File: src/include/sioc_pkg.sv
// Package of constants and types for the scan instruction and output control block.
package sioc_pkg;

    localparam int IR_W = 3;
    localparam int DQ_W = 18;
    localparam int ID_W = 32;

    // Instruction encodings; bit 0 is the low instruction bit.
    localparam logic [2:0] INS_EXTEST = 3'h0;
    localparam logic [2:0] INS_IDCODE = 3'h1;
    localparam logic [2:0] INS_SAMPZ  = 3'h2;
    localparam logic [2:0] INS_SAMPLE = 3'h4;
    localparam logic [2:0] INS_BYPASS = 3'h7;

    // Boundary chain layout: control cell at 48, echo pair below it, data above.
    localparam int BSR_W      = 49 + DQ_W;
    localparam int BSR_CTL    = 48;
    localparam int BSR_ECHO_T = 0;
    localparam int BSR_ECHO_C = 1;
    localparam int BSR_DQ     = 49;

    // Identification value; the value is arbitrary.
    localparam logic [31:0] ID_VALUE = 32'h0000_0001;

    // Capture-instruction shift pattern for the instruction register.
    localparam logic [2:0] IR_CAPTURE = 3'h1;

    typedef enum logic [3:0] {
        ST_RESET  = 4'b0000, ST_IDLE   = 4'b0001, ST_SEL_DR = 4'b0010, ST_CAP_DR = 4'b0011,
        ST_SH_DR  = 4'b0100, ST_EX1_DR = 4'b0101, ST_PA_DR  = 4'b0110, ST_EX2_DR = 4'b0111,
        ST_UP_DR  = 4'b1000, ST_SEL_IR = 4'b1001, ST_CAP_IR = 4'b1010, ST_SH_IR  = 4'b1011,
        ST_EX1_IR = 4'b1100, ST_PA_IR  = 4'b1101, ST_EX2_IR = 4'b1110, ST_UP_IR  = 4'b1111
    } sioc_state_t;

    // Output pad group: echo pair and read data.
    typedef struct packed {
        logic            echo_clock_true;
        logic            echo_clock_comp;
        logic [DQ_W-1:0] rdata;
    } sioc_pads_t;

endpackage

File: src/rtl/sioc_tap_fsm.sv
// Tap controller state sequencer.
module sioc_tap_fsm (
    input  wire logic               clk,
    input  wire logic               rst,
    input  wire logic               tck_rise,
    input  wire logic               tms,
    output sioc_pkg::sioc_state_t   state
);
    sioc_pkg::sioc_state_t state_ff;
    sioc_pkg::sioc_state_t nxt_state;

    assign state = state_ff;

    // Sixteen-state walk, advanced only on a sampled rising test clock edge.
    always_comb begin
        nxt_state = state_ff;
        if (tck_rise) begin
            case (state_ff)
                sioc_pkg::ST_RESET:  nxt_state = tms ? sioc_pkg::ST_RESET  : sioc_pkg::ST_IDLE;
                sioc_pkg::ST_IDLE:   nxt_state = tms ? sioc_pkg::ST_SEL_DR : sioc_pkg::ST_IDLE;
                sioc_pkg::ST_SEL_DR: nxt_state = tms ? sioc_pkg::ST_SEL_IR : sioc_pkg::ST_CAP_DR;
                sioc_pkg::ST_CAP_DR: nxt_state = tms ? sioc_pkg::ST_EX1_DR : sioc_pkg::ST_SH_DR;
                sioc_pkg::ST_SH_DR:  nxt_state = tms ? sioc_pkg::ST_EX1_DR : sioc_pkg::ST_SH_DR;
                sioc_pkg::ST_EX1_DR: nxt_state = tms ? sioc_pkg::ST_UP_DR  : sioc_pkg::ST_PA_DR;
                sioc_pkg::ST_PA_DR:  nxt_state = tms ? sioc_pkg::ST_EX2_DR : sioc_pkg::ST_PA_DR;
                sioc_pkg::ST_EX2_DR: nxt_state = tms ? sioc_pkg::ST_UP_DR  : sioc_pkg::ST_SH_DR;
                sioc_pkg::ST_UP_DR:  nxt_state = tms ? sioc_pkg::ST_SEL_DR : sioc_pkg::ST_IDLE;
                sioc_pkg::ST_SEL_IR: nxt_state = tms ? sioc_pkg::ST_RESET  : sioc_pkg::ST_CAP_IR;
                sioc_pkg::ST_CAP_IR: nxt_state = tms ? sioc_pkg::ST_EX1_IR : sioc_pkg::ST_SH_IR;
                sioc_pkg::ST_SH_IR:  nxt_state = tms ? sioc_pkg::ST_EX1_IR : sioc_pkg::ST_SH_IR;
                sioc_pkg::ST_EX1_IR: nxt_state = tms ? sioc_pkg::ST_UP_IR  : sioc_pkg::ST_PA_IR;
                sioc_pkg::ST_PA_IR:  nxt_state = tms ? sioc_pkg::ST_EX2_IR : sioc_pkg::ST_PA_IR;
                sioc_pkg::ST_EX2_IR: nxt_state = tms ? sioc_pkg::ST_UP_IR  : sioc_pkg::ST_SH_IR;
                sioc_pkg::ST_UP_IR:  nxt_state = tms ? sioc_pkg::ST_SEL_DR : sioc_pkg::ST_IDLE;
                default:             nxt_state = sioc_pkg::ST_RESET;
            endcase
        end
    end

    // State register; reset lands in the test-logic-reset state.
    always_ff @(posedge clk) begin
        if (rst) begin
            state_ff <= sioc_pkg::ST_RESET;
        end else begin
            state_ff <= nxt_state;
        end
    end
endmodule

File: src/rtl/sioc_top.sv
// Scan instruction decode, boundary chain and output pad control.
// Behaviour
// - Decode three-bit instruction to five instructions.
// - Tristate-sample floats data pads, captures pad levels.
// - Pad source from instruction and control cell.
// - EXTEST: echo drives update; data gated by cell.
// - IDCODE, SAMPLE, BYPASS: pads carry memory output.
// - Tristate-sample also floats echo clock pads.
// - Control cell updates in Update-DR, EXTEST/SAMPLE only.
// - EXTEST, tristate-sample capture actual pad levels.
// - SAMPLE: echo internal; data internal if reading.
// - Capture contents undefined under IDCODE and BYPASS.
// - Idle low test clock leaves memory undisturbed.
// - IDCODE after reset and Test-Logic-Reset entry.
// - BYPASS puts one-stage register between TDI, TDO.
module sioc_top (
    input  wire logic                 clk,
    input  wire logic                 rst,
    input  wire logic                 tck,
    input  wire logic                 tms,
    input  wire logic                 tdi,
    output logic                      tdo,
    output logic                      tdo_oe,
    input  wire sioc_pkg::sioc_pads_t sram_out,
    input  wire logic                 sram_reading,
    input  wire sioc_pkg::sioc_pads_t pad_in,
    output sioc_pkg::sioc_pads_t      pad_out,
    output logic                      echo_oe,
    output logic                      rdata_oe
);
    // Pin synchronisers: first stage read only by the second.
    logic [2:0] meta_ff;
    logic [2:0] sync_ff;
    logic       tck_old_ff;
    sioc_pkg::sioc_pads_t pad_meta_ff;
    sioc_pkg::sioc_pads_t pad_sync_ff;

    logic tck_s;
    logic tms_s;
    logic tdi_s;
    logic tck_rise;
    logic tck_fall;
    assign tck_s    = sync_ff[2];
    assign tms_s    = sync_ff[1];
    assign tdi_s    = sync_ff[0];
    assign tck_rise = tck_s & ~tck_old_ff;
    assign tck_fall = ~tck_s & tck_old_ff;

    // A test clock tied low never makes an edge, so the TAP and scan registers below hold.
    always_ff @(posedge clk) begin
        if (rst) begin
            meta_ff     <= 3'h0;
            sync_ff     <= 3'h0;
            tck_old_ff  <= 1'b0;
            pad_meta_ff <= '0;
            pad_sync_ff <= '0;
        end else begin
            meta_ff     <= {tck, tms, tdi};
            sync_ff     <= meta_ff;
            tck_old_ff  <= sync_ff[2];
            pad_meta_ff <= pad_in;
            pad_sync_ff <= pad_meta_ff;
        end
    end

    sioc_pkg::sioc_state_t state;

    sioc_tap_fsm u_fsm (
        .clk      (clk),
        .rst      (rst),
        .tck_rise (tck_rise),
        .tms      (tms_s),
        .state    (state)
    );

    // Scan state.
    logic [2:0]                  ir_ff,      nxt_ir;
    logic [2:0]                  irsh_ff,    nxt_irsh;
    logic [31:0]                 idsh_ff,    nxt_idsh;
    logic                        byp_ff,     nxt_byp;
    logic [sioc_pkg::BSR_W-1:0]  bsr_ff,     nxt_bsr;
    logic [sioc_pkg::BSR_W-1:0]  upd_ff,     nxt_upd;
    logic                        tdo_ff,     nxt_tdo;
    logic                        tdo_oe_ff,  nxt_tdo_oe;

    // Capture vector for the boundary chain.
    function automatic logic [sioc_pkg::BSR_W-1:0] capture_vec(
        input logic [2:0]           ins,
        input sioc_pkg::sioc_pads_t pad,
        input sioc_pkg::sioc_pads_t core,
        input logic                 reading,
        input logic                 ctl
    );
        logic [sioc_pkg::BSR_W-1:0] v;
        v = '0;
        v[sioc_pkg::BSR_CTL] = ctl;
        if (ins == sioc_pkg::INS_SAMPLE) begin
            v[sioc_pkg::BSR_ECHO_T] = core.echo_clock_true;
            v[sioc_pkg::BSR_ECHO_C] = core.echo_clock_comp;
            v[sioc_pkg::BSR_DQ +: sioc_pkg::DQ_W] = reading ? core.rdata : pad.rdata;
        end else begin
            // Pad levels; used for EXTEST and the tristate-sample instruction.
            v[sioc_pkg::BSR_ECHO_T] = pad.echo_clock_true;
            v[sioc_pkg::BSR_ECHO_C] = pad.echo_clock_comp;
            v[sioc_pkg::BSR_DQ +: sioc_pkg::DQ_W] = pad.rdata;
        end
        return v;
    endfunction

    logic sel_bsr;
    logic sel_byp;
    assign sel_byp = (ir_ff == sioc_pkg::INS_BYPASS) || (ir_ff[1:0] == 2'b11) || (ir_ff == 3'h5) || (ir_ff == 3'h6);
    assign sel_bsr = (ir_ff == sioc_pkg::INS_EXTEST) || (ir_ff == sioc_pkg::INS_SAMPZ) ||
                     (ir_ff == sioc_pkg::INS_SAMPLE);

    // Next values of the scan registers, moved by test clock edges.
    always_comb begin
        nxt_ir     = ir_ff;
        nxt_irsh   = irsh_ff;
        nxt_idsh   = idsh_ff;
        nxt_byp    = byp_ff;
        nxt_bsr    = bsr_ff;
        nxt_upd    = upd_ff;
        nxt_tdo    = tdo_ff;
        nxt_tdo_oe = tdo_oe_ff;
        if (tck_rise) begin
            case (state)
                sioc_pkg::ST_RESET: begin
                    nxt_ir = sioc_pkg::INS_IDCODE;
                end
                sioc_pkg::ST_CAP_IR: nxt_irsh = sioc_pkg::IR_CAPTURE;
                sioc_pkg::ST_SH_IR:  nxt_irsh = {tdi_s, irsh_ff[2:1]};
                sioc_pkg::ST_UP_IR:  nxt_ir = irsh_ff;
                sioc_pkg::ST_CAP_DR: begin
                    nxt_idsh = sioc_pkg::ID_VALUE;
                    nxt_byp  = 1'b0;
                    if (sel_bsr) begin
                        nxt_bsr = capture_vec(ir_ff, pad_sync_ff, sram_out, sram_reading,
                                              upd_ff[sioc_pkg::BSR_CTL]);
                    end
                end
                sioc_pkg::ST_SH_DR: begin
                    nxt_idsh = {tdi_s, idsh_ff[31:1]};
                    if (sel_byp) begin
                        nxt_byp = tdi_s;
                    end
                    if (sel_bsr) begin
                        nxt_bsr = {tdi_s, bsr_ff[sioc_pkg::BSR_W-1:1]};
                    end
                end
                sioc_pkg::ST_UP_DR: begin
                    // Only these two instructions may move the control cell.
                    if (ir_ff == sioc_pkg::INS_EXTEST || ir_ff == sioc_pkg::INS_SAMPLE) begin
                        nxt_upd = bsr_ff;
                    end
                end
                default: ;
            endcase
        end
        // Serial out is changed on the falling edge so the tester samples it stably.
        if (tck_fall) begin
            nxt_tdo_oe = (state == sioc_pkg::ST_SH_DR) || (state == sioc_pkg::ST_SH_IR);
            // Outside the shift states the pin holds, so a parked port never toggles it.
            if (state == sioc_pkg::ST_SH_IR) begin
                nxt_tdo = irsh_ff[0];
            end else if (state != sioc_pkg::ST_SH_DR) begin
                nxt_tdo = tdo_ff;
            end else if (ir_ff == sioc_pkg::INS_IDCODE) begin
                nxt_tdo = idsh_ff[0];
            end else if (sel_bsr) begin
                nxt_tdo = bsr_ff[0];
            end else begin
                nxt_tdo = byp_ff;
            end
        end
    end

    // Scan registers.
    always_ff @(posedge clk) begin
        if (rst) begin
            ir_ff     <= sioc_pkg::INS_IDCODE;
            irsh_ff   <= 3'h0;
            idsh_ff   <= 32'h0000_0000;
            byp_ff    <= 1'b0;
            bsr_ff    <= '0;
            upd_ff    <= '0;
            tdo_ff    <= 1'b0;
            tdo_oe_ff <= 1'b0;
        end else begin
            ir_ff     <= nxt_ir;
            irsh_ff   <= nxt_irsh;
            idsh_ff   <= nxt_idsh;
            byp_ff    <= nxt_byp;
            bsr_ff    <= nxt_bsr;
            upd_ff    <= nxt_upd;
            tdo_ff    <= nxt_tdo;
            tdo_oe_ff <= nxt_tdo_oe;
        end
    end

    assign tdo    = tdo_ff;
    assign tdo_oe = tdo_oe_ff;

    // Pad drive; registered so the outputs come from flip-flops.
    sioc_pkg::sioc_pads_t pad_ff, nxt_pad;
    logic                 echo_oe_ff, nxt_echo_oe;
    logic                 rdata_oe_ff, nxt_rdata_oe;

    always_comb begin
        nxt_pad      = sram_out;
        nxt_echo_oe  = 1'b1;
        nxt_rdata_oe = 1'b1;
        if (ir_ff == sioc_pkg::INS_EXTEST) begin
            nxt_pad.echo_clock_true = upd_ff[sioc_pkg::BSR_ECHO_T];
            nxt_pad.echo_clock_comp = upd_ff[sioc_pkg::BSR_ECHO_C];
            nxt_pad.rdata           = upd_ff[sioc_pkg::BSR_DQ +: sioc_pkg::DQ_W];
            nxt_rdata_oe            = upd_ff[sioc_pkg::BSR_CTL];
        end else if (ir_ff == sioc_pkg::INS_SAMPZ) begin
            nxt_echo_oe  = 1'b0;
            nxt_rdata_oe = 1'b0;
        end
    end

    always_ff @(posedge clk) begin
        if (rst) begin
            pad_ff      <= '0;
            echo_oe_ff  <= 1'b1;
            rdata_oe_ff <= 1'b1;
        end else begin
            pad_ff      <= nxt_pad;
            echo_oe_ff  <= nxt_echo_oe;
            rdata_oe_ff <= nxt_rdata_oe;
        end
    end

    assign pad_out  = pad_ff;
    assign echo_oe  = echo_oe_ff;
    assign rdata_oe = rdata_oe_ff;
endmodule

File: config.mk
export PLATFORM = sky130hd
export DESIGN_NAME = sioc_top
export DESIGN_NICKNAME = d
export VERILOG_FILES = /design/src/include/sioc_pkg.sv /design/src/rtl/sioc_tap_fsm.sv /design/src/rtl/sioc_top.sv
export SDC_FILE = /design/constraint.sdc
export NUM_CORES = 1
export LEC_CHECK = 0
export BUFFER_PORTS_ARGS = -buffer_cell sky130_fd_sc_hd__buf_4
export CAP_MARGIN = 20
export CELL_PAD_IN_SITES_DETAIL_PLACEMENT = 0
export CELL_PAD_IN_SITES_GLOBAL_PLACEMENT = 1
export CORE_AREA = 5 5 131 133
export CTS_BUF_LIST = sky130_fd_sc_hd__clkbuf_16
export CTS_CLUSTER_DIAMETER = 40
export DETAILED_ROUTE_END_ITERATION = 10
export DIE_AREA = 0 0 136 138
export GPL_TIMING_DRIVEN = 0
export PLACE_DENSITY_LB_ADDON = 0.25
export SYNTH_ARGS = -nofsm -noshare
export SYNTH_HDL_FRONTEND = slang
export SYNTH_SLANG_ARGS = --single-unit
File: constraint.sdc
create_clock -name clk -period 5.63 [get_ports clk]
set_input_delay 0.2815 -clock clk [delete_from_list [all_inputs] [get_ports clk]]
set_output_delay 0.2815 -clock clk [all_outputs]
set_load 0.1 [all_outputs]
==> results by group <==
Outcome
  • Result of the run: complete, no violations

Pwr
  • Cell Pwr Density: 392 nW/um2
  • Peak ir drop on the vdd network: 0.000237 V
  • Sw frac: 22.1%
  • Fraction of power consumed by the clock network: 56.2%
  • Psw: 0.821 mW
  • Static leakage: 3.50 nW
  • Register share of total power: 39.4%
  • Share of power burned in combinational logic: 4.5%
  • Total Power Consumption: 3.72 mW
  • Total internal power: 2.90 mW

Run
  • Max Cap Viol: 0

Synth
  • Simple-gate share of the synthesized area: 21.4%
  • Sequential-to-total area share from yosys stat: 54.4%
  • Post-synthesis cell count: 854
  • Dominant cell type by area after synthesis: sky130_fd_sc_hd__dfxtp_1
  • Area share of xor/xnor cells in the synthesized design: less than 1%
  • Flops & latches, synth: 202
  • Area fraction in compound gates after synthesis: 16.2%
  • Synth top area cells: sky130_fd_sc_hd__dfxtp_1 (54%), sky130_fd_sc_hd__a21oi_1 (7.9%), sky130_fd_sc_hd__nand2_1 (7.8%)
  • Dominant combinational cell family by area after synthesis: simple AND/OR/NAND/NOR gates
  • Share of the synthesized area in the top cell type: 54.4%
  • Yosys warns: 0
  • Flip-flop cell with the highest count after synthesis: sky130_fd_sc_hd__dfxtp_1
  • Number of flops mapped to enable cells by yosys: 0
  • Netlist Area Pre-Place: between 7000 and 8000 um2
  • Area share of fa/ha/maj cells after synthesis: 0.135%
  • Multiplexer area fraction after synthesis: 2.98%
  • Synth unique cells: 47
  • Share of flip-flops with an asynchronous set or reset: 0%
  • Average cell area after synthesis: 8.70 um2
  • Post-synth net total: 900

Clocking
  • Clock sink count: 202
  • CTS max path bufs: 3
  • Number of buffers added by the clock tree synthesis step: 34
  • Cell at the root of the clock tree: sky130_fd_sc_hd__clkbuf_16
  • Clock tree from TritonCTS: built
  • Clk Latency, worst-skew pair: 0.50 ns
  • Number of H-tree levels: 2
  • Number of hold-repair buffers added at the cts stage: 10
  • PostCTS Resize Cnt: 0
  • Clock-pin slew on the worst setup and hold paths: 0.05 ns
  • Post-CTS setup buffer count: 0

STA
  • Max Clk Rate: 0.469 GHz
  • Unrepaired setup endpoints after global routing: no
  • Setup TNS after final layout: 0 ns
  • Number of failing setup endpoints in the final timing report: 0
  • Actual transition at the worst max-transition pin: 0.649 ns
  • Hold_ws: 0.0126 ns
  • Worst-case setup margin in the final layout: 3.50 ns
  • Final min period: approximately 2.1 ns
  • Share of the cycle needed by the critical path after routing: 37.9%
  • Clock Skew: ~0.013 ns
  • Max-slew headroom at the worst pin: between 50 and 60%
  • Fin. Hold Viols: 0
  • Final Slew Violations: 0

Detailed routing
  • Post-route DRC: 0
  • Drt total wl: 17.8 mm
  • Vias per Instance: between 5 and 6
  • Antenna violation net count after detailed routing: 0
  • Detailed-router iteration count before antenna repair: 7
  • Drt initial violations: roughly 360
  • Vias: 6181
  • Average routed wire per standard cell: roughly 15 um

Global route
  • Maximum number of pins on one net before global-route repair: 13
  • Grt peak-use layer: met2
  • Met1 track demand over resource in global routing: 25.7%
  • Grt met2 use: 30.0%
  • Global router's overall resource usage: 18.9%
  • M3 GR Usage: 3.70%
  • Gr ovfl total: 0
  • Number of antenna violations at the first check in global routing: 0
  • Via count of the first global-routing pass: 5904
  • Global-route wire length before repair: 29.4 mm

Die
  • Number of standard-cell rows in the floorplan: 46
  • Horizontal extent of the die: 136 um
  • Height of the die: 138 um
  • Initial cell density of the core: 47.3%
  • Die Footprint: 18800 um2
  • Number of top-level pins: 70
  • Area of the core region: 15700 um2

Setup path
  • Worst setup path class: flop to flop
  • Critical Path Slowest Stage Cell: sky130_fd_sc_hd__buf_1
  • Worst-path fanout max: 10
  • Arrival time of the worst setup path: 2.56 ns
  • Crit path launch: u_fsm.state[2]
  • Internal reg-to-reg setup slack: between 3 and 4 ns
  • WP buf/inv: 3
  • Type of origin of the critical path: flop
  • Total stage count of the critical path: 7
  • Critical path, cell by cell: clkbuf_2, and3b_1, o211ai_1, buf_2, buf_1, nand2_1, a21oi_1
  • Crit Reg-Reg Startpoint: u_fsm.state[2]
  • CP top delay family: buffers and inverters
  • Slowest cell delay on critical path: 0.40 ns
  • Reg2Reg Capture Point: bsr_ff[41]
  • CP endpoint kind: flop
  • CP endpoint: bsr_ff[41]
  • Cells on worst reg2reg path: 7
  • Required time of the critical path: 6.05 ns

Placement
  • Worst Setup Slack post-DPL: around 3.5 ns
  • Post-DP HPWL: 11.8 mm
  • GPL Wtd Cong: ~0.8
  • Number of buffers inserted by port buffering: 68

Cells and area
  • Antenna cell count: 0
  • Number of fillers in the final layout: 1452
  • Post-synthesis to final-layout area growth: 27.6%
  • Fraction of layout cells with a size suffix above 1: 14.4%
  • Post-route core utilization: around three fifths
  • Final nets: 1014

Min path
  • Type of the tightest min-delay check: primary input to flop
==> cells in the mapped netlist (all sizes together) (3+ instances only) <==
cell and number:
buf 22, a22oi 33, nor3b 4, a211o 22, inv 6, a21oi 118, a211oi 3, mux2i 21
o21ai 9, nand2 155, nor2b 51, nor2 65, nor3 6, nand3 48, dfxtp 202, clkbuf 54
==> how the worst min path moves through the flow <==
stage	startpoint	end	slack (ns)	cells after the start
2_1_floorplan	tdi	meta_ff[0]	0.41	1
3_3_place_gp	pad_meta_ff[0]	pad_sync_ff[0]	0.42	1
3_5_place_dp	pad_meta_ff[17]	pad_sync_ff[17]	0.42	1
4_1_cts	pad_in[14]	pad_meta_ff[14]	0.001	2
5_1_grt	pad_in[18]	pad_meta_ff[18]	0.004	2
6_report	pad_in[18]	pad_meta_ff[18]	0.01	2
==> power groups by stage <==
stage          Sequential [mW]  Combinational [mW]  Clock (mW)
2_1_floorplan             1.54              0.0473           0
3_3_place_gp              1.49               0.160           0
3_5_place_dp              1.49               0.161           0
4_1_cts                   1.46               0.167        2.13
5_1_grt                   1.46               0.177        2.19
6_report                  1.46               0.166        2.09
==> through the flow <==
stage                     area [um2]  std cells
after CTS                       9480       1208
final                           9480       1208
after floorplan                 7430        854
after global routing            9480       1208
after detailed placement        8210       1138
after global placement          8210       1138
==> flip-flops by register name (all words and copies together) (netlist names), 4 cells and up <==
name         cells
bsr_ff          67
idsh_ff         32
upd_ff          21
pad_meta_ff     20
pad_out         20
pad_sync_ff     20
u_fsm.state      4
==> area by class of cell <==
class,instances,area [um2],share of cell area [%]
Inverter,6,22.5,0.237
Clock buffer,34,851,8.97
Sequential cell,202,4040,42.6
Clock inverter,26,318,3.35
Tap cell,216,270,2.85
Multi-Input combinational cell,570,3040,32.1
Buffer,76,323,3.40
Timing Repair Buffer,78,611,6.44
==> worst register-to-register path, cell delays in order, from the launching register on <==
cell                       delay (ns)
sky130_fd_sc_hd__dfxtp_1         0.30
sky130_fd_sc_hd__clkbuf_2        0.18
sky130_fd_sc_hd__and3b_1         0.23
sky130_fd_sc_hd__o211ai_1        0.39
sky130_fd_sc_hd__buf_2           0.34
sky130_fd_sc_hd__buf_1           0.41
sky130_fd_sc_hd__nand2_1         0.10
sky130_fd_sc_hd__a21oi_1         0.13
==> cells by family (layout without fill, tap and decap cells) <==
family,count (synthesis),count (layout)
and+or+nand+nor,347,347
AOI/OAI and AO/OA,198,198
buffers and inverters,82,220
xor gates and xnor gates,2,2
adders and majority gates,1,1
DFF,202,202
muxes,22,22
==> routing by layer <==
metal | part of all wire (%) | vias to the layer above | wire (um)
met4 | 2.2 | 0 | 392
met5 | 0 | - | 0
met2 | 46 | 137 | 8240
li1 | - | 3147 | -
met1 | 47 | 2867 | 8350
met3 | 4.8 | 30 | 857
==> cell usage in the layout (no fill, tap or decap), types with 3 or more instances in the layout <==
| cell type | netlist | routed |
|---|---|---|
| sky130_fd_sc_hd__buf_1 | 5 | 5 |
| sky130_fd_sc_hd__nor2b_1 | 51 | 51 |
| sky130_fd_sc_hd__dfxtp_1 | 202 | 202 |
| sky130_fd_sc_hd__mux2i_1 | 21 | 21 |
| sky130_fd_sc_hd__o21ai_0 | 8 | 8 |
| sky130_fd_sc_hd__clkinv_1 | 0 | 3 |
| sky130_fd_sc_hd__nor3b_1 | 4 | 4 |
| sky130_fd_sc_hd__dlygate4sd3_1 | 0 | 10 |
| sky130_fd_sc_hd__a211oi_1 | 3 | 3 |
| sky130_fd_sc_hd__inv_6 | 0 | 5 |
| sky130_fd_sc_hd__nand3_1 | 48 | 48 |
| sky130_fd_sc_hd__clkinvlp_4 | 0 | 3 |
| sky130_fd_sc_hd__a211o_1 | 22 | 22 |
| sky130_fd_sc_hd__buf_4 | 1 | 69 |
| sky130_fd_sc_hd__clkbuf_1 | 53 | 53 |
| sky130_fd_sc_hd__nor2_1 | 65 | 65 |
| sky130_fd_sc_hd__clkbuf_16 | 0 | 34 |
| sky130_fd_sc_hd__nor3_1 | 6 | 6 |
| sky130_fd_sc_hd__buf_2 | 14 | 14 |
| sky130_fd_sc_hd__a21oi_1 | 118 | 118 |
| sky130_fd_sc_hd__nand2_1 | 155 | 155 |
| sky130_fd_sc_hd__bufinv_16 | 0 | 6 |
| sky130_fd_sc_hd__a22oi_1 | 33 | 33 |
| sky130_fd_sc_hd__inv_1 | 6 | 9 |
| sky130_fd_sc_hd__clkinv_2 | 0 | 3 |
No activity file was read; power rests on OpenSTA's default activity.
